File: src/core/embp_pkg.sv
// Constants and types for the external memory bus port.
// Assumes one 20 MHz core clock; one phase per clock edge.
// Functional notes
// - Address lines update in T0 with the current external access address.
// - Without an external access the address lines keep their last value.
// - Read data is captured at the trailing edge of T2.
// - Write data drives from leading T2, released at the next T0.
// - Data bus stays high impedance in cycles without bus activity.
// - Access select goes low whenever an external access is performed.
// - Access select is forced high during bus grant or reset.
// - Space select high for program, low for data, timed like the address.
// - Space select returns high at the T0 that starts an idle cycle.
// - Peripheral enable low only for data addresses FF00 to FF7F, set in T0.
// - Peripheral enable high for program accesses and out-of-range data accesses.
// - Write strobe goes low in T1; the data bus turns to output in T2.
// - Write strobe rises in T3; the far side latches data there.
// - Read strobe goes low early T1, data bus input, far side drives it.
// - Read strobe rises in T3 and the read data is kept.
// - Strobes qualify address and space select for the far side.
// - Strobes are high impedance whenever the port is not bus master.
// - Four phases T0 to T3 follow from the clock, one per edge.
// - A bus request leads to a grant a few phases later and release.
package embp_pkg;
  localparam int EMBP_AW = 16;
  localparam int EMBP_DW = 16;
  localparam logic [15:0] EMBP_PERIPH_LO = 16'hFF00;
  localparam logic [15:0] EMBP_PERIPH_HI = 16'hFF7F;
  localparam logic [15:0] EMBP_ADDR_RST = 16'h0000;
  localparam logic [15:0] EMBP_DATA_RST = 16'h0000;
  typedef enum logic [1:0] {
    EMBP_T0,
    EMBP_T1,
    EMBP_T2,
    EMBP_T3
  } embp_phase_t;
endpackage : embp_pkg

File: src/core/embp_phase_if.sv
// Phase timing carried from the phase generator to the port.
// Assumes a single clock domain.
`timescale 1ns/1ps
`default_nettype none
interface embp_phase_if;
  import embp_pkg::*;
  embp_phase_t phase;
  logic t3_end;
  modport gen (output phase, output t3_end);
  modport use_p (input phase, input t3_end);
endinterface : embp_phase_if
`default_nettype wire

File: src/core/embp_port.sv
// External memory bus port: address, data, strobes and bus hand-over.
// Assumes the core gives access requests synchronous to clock_i.
`timescale 1ns/1ps
`default_nettype none
module embp_port
  import embp_pkg::*;
#(
  parameter int AW = EMBP_AW,
  parameter int DW = EMBP_DW
) (
  input wire logic clock_i,
  input wire logic rst_i,
  input wire logic acc_req_i,
  input wire logic acc_write_i,
  input wire logic acc_prog_i,
  input wire logic [AW-1:0] acc_addr_i,
  input wire logic [DW-1:0] acc_wdata_i,
  output logic acc_ready_o,
  output logic rdata_valid_o,
  output logic [DW-1:0] rdata_o,
  output logic [1:0] phase_o,
  input wire logic bus_request_in_n_i,
  output logic bus_grant_out_n_o,
  output logic [AW-1:0] ext_address_o,
  output logic ext_address_oe_o,
  input wire logic [DW-1:0] ext_data_i,
  output logic [DW-1:0] ext_data_o,
  output logic ext_data_oe_o,
  output logic access_select_n_o,
  output logic space_select_o,
  output logic space_select_oe_o,
  output logic periph_space_enable_n_o,
  output logic periph_space_enable_n_oe_o,
  output logic read_strobe_n_o,
  output logic read_strobe_n_oe_o,
  output logic write_strobe_n_o,
  output logic write_strobe_n_oe_o
);
  embp_phase_if ph ();

  embp_phase_gen u_phase (
    .clock_i(clock_i),
    .rst_i(rst_i),
    .ph(ph)
  );

  logic req_s1_r;
  logic req_s2_r;
  logic granted_r;
  logic active_r;
  logic write_r;
  logic [AW-1:0] addr_r;
  logic [DW-1:0] wdata_r;
  logic space_r;
  logic periph_n_r;
  logic rd_n_r;
  logic wr_n_r;
  logic drive_r;
  logic [DW-1:0] rdata_r;
  logic rvalid_r;
  logic start_nxt;
  logic in_periph;

  assign start_nxt = (ph.phase == EMBP_T3) && acc_req_i && !req_s2_r;
  assign in_periph = (acc_addr_i >= EMBP_PERIPH_LO) && (acc_addr_i <= EMBP_PERIPH_HI);

  // Bus request pin through two flip-flops
  always_ff @(posedge clock_i) begin
    if (rst_i) begin
      req_s1_r <= 1'b0;
      req_s2_r <= 1'b0;
    end else begin
      req_s1_r <= !bus_request_in_n_i;
      req_s2_r <= req_s1_r;
    end
  end

  // Grant only between accesses, at a cycle boundary
  always_ff @(posedge clock_i) begin
    if (rst_i) begin
      granted_r <= 1'b0;
    end else if (ph.t3_end) begin
      granted_r <= req_s2_r;
    end
  end

  // Access occupies one instruction cycle
  always_ff @(posedge clock_i) begin
    if (rst_i) begin
      active_r <= 1'b0;
      write_r <= 1'b0;
      wdata_r <= EMBP_DATA_RST;
    end else if (ph.t3_end) begin
      active_r <= start_nxt;
      write_r <= acc_write_i;
      wdata_r <= acc_wdata_i;
    end
  end

  // Address, space and peripheral lines change entering T0
  always_ff @(posedge clock_i) begin
    if (rst_i) begin
      addr_r <= EMBP_ADDR_RST;
      space_r <= 1'b1;
      periph_n_r <= 1'b1;
    end else if (ph.t3_end) begin
      if (start_nxt) begin
        addr_r <= acc_addr_i;
        space_r <= acc_prog_i;
        periph_n_r <= !(!acc_prog_i && in_periph);
      end else begin
        space_r <= 1'b1;
        periph_n_r <= 1'b1;
      end
    end
  end

  // Strobes: read low T1..T2, write low T1..T2, both high in T3
  always_ff @(posedge clock_i) begin
    if (rst_i) begin
      rd_n_r <= 1'b1;
      wr_n_r <= 1'b1;
    end else begin
      rd_n_r <= !(active_r && !write_r && (ph.phase == EMBP_T0 || ph.phase == EMBP_T1));
      wr_n_r <= !(active_r && write_r && (ph.phase == EMBP_T0 || ph.phase == EMBP_T1));
    end
  end

  // Write data driven T2 to next T0
  always_ff @(posedge clock_i) begin
    if (rst_i) begin
      drive_r <= 1'b0;
    end else begin
      drive_r <= active_r && write_r && (ph.phase == EMBP_T1 || ph.phase == EMBP_T2);
    end
  end

  // Read capture at trailing edge of T2; bus is timed by our own strobe
  always_ff @(posedge clock_i) begin
    if (rst_i) begin
      rdata_r <= EMBP_DATA_RST;
      rvalid_r <= 1'b0;
    end else begin
      rvalid_r <= 1'b0;
      if (active_r && !write_r && ph.phase == EMBP_T2) begin
        rdata_r <= ext_data_i;
        rvalid_r <= 1'b1;
      end
    end
  end

  assign acc_ready_o = ph.t3_end && !req_s2_r;
  assign rdata_valid_o = rvalid_r;
  assign rdata_o = rdata_r;
  assign phase_o = ph.phase;
  assign bus_grant_out_n_o = !granted_r;
  assign ext_address_o = addr_r;
  assign ext_address_oe_o = !granted_r;
  assign ext_data_o = wdata_r;
  assign ext_data_oe_o = drive_r && !granted_r;
  assign access_select_n_o = !(active_r && !granted_r && !rst_i);
  assign space_select_o = space_r;
  assign space_select_oe_o = !granted_r;
  assign periph_space_enable_n_o = periph_n_r;
  assign periph_space_enable_n_oe_o = !granted_r;
  assign read_strobe_n_o = rd_n_r;
  assign read_strobe_n_oe_o = !granted_r;
  assign write_strobe_n_o = wr_n_r;
  assign write_strobe_n_oe_o = !granted_r;
endmodule : embp_port
`default_nettype wire

File: src/core/embp_phase_gen.sv
// Four-phase sequencer: one phase per core clock edge.
// Assumes synchronous active-high reset.
`timescale 1ns/1ps
`default_nettype none
module embp_phase_gen
  import embp_pkg::*;
(
  input wire logic clock_i,
  input wire logic rst_i,
  embp_phase_if.gen ph
);
  embp_phase_t phase_r;
  always_ff @(posedge clock_i) begin
    if (rst_i) begin
      phase_r <= EMBP_T0;
    end else begin
      phase_r <= embp_phase_t'(phase_r + 2'h1);
    end
  end
  assign ph.phase = phase_r;
  assign ph.t3_end = (phase_r == EMBP_T3);
endmodule : embp_phase_gen
`default_nettype wire

File: config.mk
export PLATFORM = sky130hd
export DESIGN_NAME = embp_port
export DESIGN_NICKNAME = d
export VERILOG_FILES = /design/src/core/embp_pkg.sv /design/src/core/embp_phase_if.sv /design/src/core/embp_port.sv /design/src/core/embp_phase_gen.sv
export SDC_FILE = /design/constraint.sdc
export NUM_CORES = 1
export LEC_CHECK = 0
export ABC_AREA = 1
export BUFFER_PORTS_ARGS = -buffer_cell sky130_fd_sc_hd__buf_2
export CAP_MARGIN = 10
export CORE_UTILIZATION = 41
export DETAILED_ROUTE_END_ITERATION = 7
export PLACE_DENSITY_LB_ADDON = 0.25
export SYNTH_ARGS = -nofsm -noshare
export SYNTH_HDL_FRONTEND = slang
export SYNTH_SLANG_ARGS = --single-unit
File: constraint.sdc
create_clock -name clock_i -period 1.35 [get_ports clock_i]
set_clock_uncertainty 0.05 [all_clocks]
set_input_delay 0.2025 -clock clock_i [delete_from_list [all_inputs] [get_ports clock_i]]
set_output_delay 0.2025 -clock clock_i [all_outputs]
set_load 0.005 [all_outputs]
# Word level (Yosys, flattened, before mapping)
# Index checks and enable logic that the tools add are counted.
[totals] register_bits=61 output_inout_bits=64
[classes] add_sub_neg=1 order_cmp=2 n_eq_ne=3 mux=3 reduce_logical=28
[op_table] cell="$ge A16 B16 Y1 const B" n=1
[op_table] cell="$le A16 B16 Y1 const B" n=1
[op_table] cell="$logic_and A1 B1 Y1" n=14
[op_table] cell="$logic_not A1 Y1" n=10
[op_table] cell="$eq A2 B2 Y1 const B" n=2
[op_table] cell="$mux W1" n=3
[op_table] cell="$add A2 B1 Y2 const B" n=1
[op_table] cell="$eq A2 B1 Y1 const B" n=1
[op_table] cell="$logic_not A2 Y1" n=1
[op_table] cell="$logic_or A1 B1 Y1" n=2
[op_table] cell="$reduce_and A2 Y1" n=1

# Longest topological paths before layout
[depth] depth_word=5 depth_mapped=8 depth_no_buf=6

# Cells and area by module
# Synthesis repeated with hierarchy kept, for this count alone.
[unflattened] cells_unflattened=279 area_unflattened_um2=2282.2
[by_module_without_submodules] mod="embp_port" n_inst=1 cells_per_inst=273 area_each_um2=2218.4 seq_area_each_um2=1181.1
[by_module_without_submodules] mod="embp_phase_gen" n_inst=1 cells_per_inst=6 area_each_um2=63.8 seq_area_each_um2=40.0

# Worst setup path after synthesis
# No wires, ideal clock.
[synth_path] path_kind="reg-to-reg" start="register u_phase.phase_r[0] (netlist: u_phase.ph.phase[0])" end="register space_r (netlist: space_select_o)" arrival_ns=1.195 required_ns=1.183 slack_ns=-0.012 stages_incl_launch_ff=9 n_path_buf=2 synth_period_minus_slack_ns=1.362 cell_sequence="dfxtp_1 ha_1 nand2_1 nor2_1 buf_4 inv_2 buf_6 o22ai_2 nand2_1"
[synth_between] elab_chain_cells=4
[synth_lines] element="start, declared" line_no="embp_phase_gen.sv:12" source="embp_phase_t phase_r;"
[synth_lines] element="start signal, assigned" line_no="embp_phase_gen.sv:17" source="phase_r <= embp_phase_t'(phase_r + 2'h1);"
[synth_lines] element="$eq A2 B2 Y1 *" line_no="embp_port.sv:64, embp_phase_gen.sv:21"
[synth_lines] element="$logic_and A1 B1 Y1 (2 in series)" line_no="embp_port.sv:64" source="assign start_nxt = (ph.phase == EMBP_T3) && acc_req_i && !req_s2_r;"
[synth_lines] element="$mux W1" line_no="embp_port.sv:107" source="if (start_nxt) begin"
[synth_lines] element="end signal, assigned" line_no="embp_port.sv:109" source="space_r <= acc_prog_i;"
[synth_lines] element="end, declared" line_no="embp_port.sv:54" source="logic space_r;"
# Every way passes the cells marked *; elsewhere a longest branch is shown, timed or not.
# A chain may end at the register's enable or synchronous reset.

# Worst setup path after layout
[layout_path] start="register u_phase.phase_r[1] (netlist: u_phase.ph.phase[1])" end="output acc_ready_o"
[layout_between] elab_chain_cells=2
[layout_lines] element="$eq A2 B2 Y1" line_no="embp_phase_gen.sv:21" source="assign ph.t3_end = (phase_r == EMBP_T3);"
[layout_lines] element="$logic_and A1 B1 Y1" line_no="embp_port.sv:152" source="assign acc_ready_o = ph.t3_end && !req_s2_r;"
[layout_lines] element="end, declared" line_no="embp_port.sv:18" source="output logic acc_ready_o,"
# Every way passes these cells.

==> results by group <==
Status
  – Run status: finished, violations left
  – Failing checks: negative setup slack

Floorplan
  – Die Y: 77.7 µm
  – Die outline width: 77.7 µm
  – Starting density of the core: 42.6%
  – Site row count: 27
  – Core area: 0.00551 mm²
  – IO Count: 118
  – Die ar.: 0.00603 mm²

Final layout
  – Fill cells: 542
  – Layout Cells excl Fill: between 400 and 500
  – N_diodes: 0
  – Share of layout cells above drive strength 1: a little over two fifths
  – Net count, final: 458
  – Sequential Area: 0.00122 mm²
  – Area Growth Syn to Fin: 38.4%
  – Multi-input logic area: 963 µm²

Worst hold path
  – Hold path endpoint: ext_address_o[2]
  – Number of cells on the worst hold path: 3
  – Class of the worst hold path: primary input to flip-flop
  – Hold path start: acc_addr_i[2]

Worst setup path
  – Critical-path maximum fanout: 2
  – CP max stage cell: dfxtp_2
  – WP buf/inv: 3
  – Reg2reg start: u_phase.ph.phase[1]
  – Data arrival, critical path: 1160 ps
  – CP required: 1100 ps
  – Crit path cell chain: ha_4 > buf_6 > inv_4 > nor2_4 > buf_2
  – CP Capture Type: output port
  – FF-to-FF End: periph_space_enable_n_o
  – Slowest stage delay, CP: 350 ps
  – CP Launch Type: flip-flop
  – Crit path kind: flip-flop to output port
  – Slack of the worst reg-to-reg path: 90 ps
  – Cell family with most CP delay: flip-flops
  – Worst R2R Path Depth: 7

Placement
  – Post-placement cell count: about 460
  – Number of port buffers: 117
  – DP HPWL: 4.01 mm
  – GP Congestion: roughly 0.71

Global routing
  – GRT Util Overall: between 10% and 20%
  – Initial antenna violation count: 0
  – Maximum number of pins on one net before global-route repair: 29
  – First-pass GRT wire length: between 8 and 9 mm
  – Vias in the first global route: between 1500 and 2000
  – Final global-route overflow total: 0

STA
  – Min cycle time layout: 1410 ps
  – Fin worst setup slack: -58.2 ps
  – Final cycle utilization of the critical path: 104%
  – Final setup viols: 1
  – RSZ-0062 raised after global routing: yes
  – Highest Clock Rate: 710 MHz
  – Hold_ws: 45.5 ps
  – Slew HR: 83.2%
  – Actual slew at the worst max-slew pin: 252 ps
  – Max-slew violations: 0
  – Final Hold Vio Count: 0

Routing
  – First-pass DRT Iterations: 4
  – Initial DRC Count: 98
  – Post-route DRC violation count: 0
  – Routed len/inst: between 10 and 15 µm
  – Routed vias/inst: ~4.6
  – Total wire length: 5.59 mm
  – Number of nets with antenna violations after routing: 0
  – Via Count: approximately 2200

Synthesis
  – Warnings, synthesis: 0
  – Top cell type by total area after synthesis: dfxtp_1
  – Syn avg cell area: 8.44 µm²
  – Seq/Total Area, Yosys: 52.0%
  – Seq cells post-synth: 61
  – Top-area cell type share of the netlist area: 52.0%
  – Syn Std Cell Area: ~0.0023 mm²
  – Cell count after synthesis: ~280
  – Mapped Nets: 336
  – Main area contributors after synthesis: dfxtp_1, nor2_1, o21ai_0, nand2_1, nand3_2
  – Post-synth cell types: 23

Clock network
  – H-tree depth: 3
  – Reg clk slew, reported paths: around 60 ps
  – CTS max path bufs: 2
  – TritonCTS Buffers: 9
  – Clk_lat worst skew: 330 ps
  – CTS tree: built
  – Clock Sinks: 61
  – CTS root buf: clkbuf_8

Power and ir drop
  – Power Total: 3.60 mW
  – Max rail drop VDD: 0.643 mV
  – PwrDens: approximately 1100 mW/mm²
  – Static Leakage: between 1.5 and 2 nW

Run
  – Number of max-cap violations: 0
==> logic make-up (layout without fill, tap and decap cells) <==
group           after synthesis  after routing  synth area share [%]
flops                        61             61                  52.0
buf+inv                      36            163                  8.42
compound gates               56             56                  13.8
fa+ha+maj                     4              4                  2.13
simple gates                121            121                  23.6
==> metal layers <==
metal  wire [µm]  GRT usage (%)  part of all wire (%)  vias to the layer above
met5           0              0                     0                        -
met4          83           9.43                   1.5                        0
met3         330           6.24                   5.9                        6
met2        2650           31.5                    47                       61
met1        2530           22.8                    45                      982
li1            -              -                     -                     1132
==> metrics by stage <==
stage               cell area (µm²)  util (%)  worst slack [ps]  TNS, ps
floorplan                      2350         -              13.4        0
global placement               3030      55.0              10.0        0
detailed placement             3030      55.0             -11.5    -51.2
CTS                            3230      58.7             -59.1     -132
global route                   3250      59.0              -100     -100
finish                         3250      59.0             -58.2    -58.2
==> state kept, by name, summed over array words and instances (netlist names) <==
| name | cells |
|---|---|
| ext_address_o | 16 |
| ext_data_o | 16 |
| rdata_o | 16 |
| u_phase.ph.phase | 2 |
| active_r | 1 |
| drive_r | 1 |
| granted_r | 1 |
| periph_space_enable_n_o | 1 |
| rdata_valid_o | 1 |
| read_strobe_n_o | 1 |
| req_s1_r | 1 |
| req_s2_r | 1 |
| space_select_o | 1 |
| write_r | 1 |
| write_strobe_n_o | 1 |
==> cells in the mapped netlist, drive strengths merged <==
| library cell | instances |
|---|---|
| ha | 4 |
| buf | 19 |
| dfxtp | 61 |
| nand4 | 1 |
| nand2 | 26 |
| nand3 | 19 |
| o21ai | 34 |
| o22ai | 1 |
| or2 | 1 |
| inv | 14 |
| a21oi | 20 |
| and3 | 1 |
| nor2 | 73 |
| clkbuf | 3 |
| a211oi | 1 |
==> worst max-delay path by stage <==
stage	start	endpoint	slack (ps)	cells after the start
2_1_floorplan	u_phase.ph.phase[1]	space_select_o	10	8
3_3_place_gp	u_phase.ph.phase[0]	ext_address_o[4]	10	7
3_5_place_dp	u_phase.ph.phase[0]	ext_address_o[11]	-10	7
4_1_cts	u_phase.ph.phase[1]	acc_ready_o	-60	5
5_1_grt	u_phase.ph.phase[1]	acc_ready_o	-100	5
6_report	u_phase.ph.phase[1]	acc_ready_o	-60	5
==> cell type report <==
type	count	share of cell area [%]
Clock inverter	2	0.308
Inverter	14	1.77
Tap cell	72	2.77
Timing Repair Buffer	133	23.5
Clock buffer	14	4.39
Multi-Input combinational cell	181	29.6
Sequential cell	61	37.7
==> repair_timing <==
| item | 4_1_cts | 5_1_grt |
|---|---|---|
| hold buffers | 1 | 0 |
| setup endpoints to repair | 16 | 23 |
| hold endpoints to repair | 1 | 0 |
| setup buffers | 2 | 0 |
| pin swaps | 1 | 0 |
| gates resized for setup | 9 | 5 |
==> where the power goes <==
part	leakage, nW	switching, mW	total (mW)	internal (mW)
combinational	1.01	0.204	0.399	0.194
sequential	0.495	0.0338	1.89	1.86
clock	0.0784	0.640	1.30	0.663
total	1.58	0.878	3.60	2.72
==> placed cells by master (no fill, tap or decap) <==
master / netlist / final
dfxtp_2: 0 / 2
dlygate4sd3_1: 0 / 1
o22ai_2: 1 / 1
o21ai_0: 23 / 23
nor2_8: 1 / 1
dfxtp_1: 61 / 59
nand3_1: 10 / 10
o21ai_1: 11 / 11
nor2_4: 0 / 1
nor2_2: 0 / 1
clkbuf_8: 0 / 9
buf_12: 0 / 4
a211oi_1: 1 / 1
buf_6: 3 / 1
buf_2: 8 / 117
or2_2: 1 / 1
clkinv_2: 0 / 2
nand2_1: 25 / 25
inv_2: 3 / 3
ha_4: 0 / 2
buf_4: 8 / 10
nor2_1: 72 / 70
nand4_1: 1 / 1
inv_4: 0 / 2
nand3_2: 9 / 9
and3_1: 1 / 1
nand2_4: 1 / 1
inv_1: 11 / 9
ha_1: 4 / 2
a21oi_2: 9 / 9
clkbuf_1: 3 / 5
a21oi_1: 11 / 11
==> worst reg2reg max path: stages, from the launching register on <==
cell and delay [ps]:
dfxtp_2 350, ha_4 140, buf_6 90, inv_4 30, buf_4 120, buf_4 170, a21oi_1 140, nand2_1 60
No activity file was read; power rests on OpenSTA's default activity.
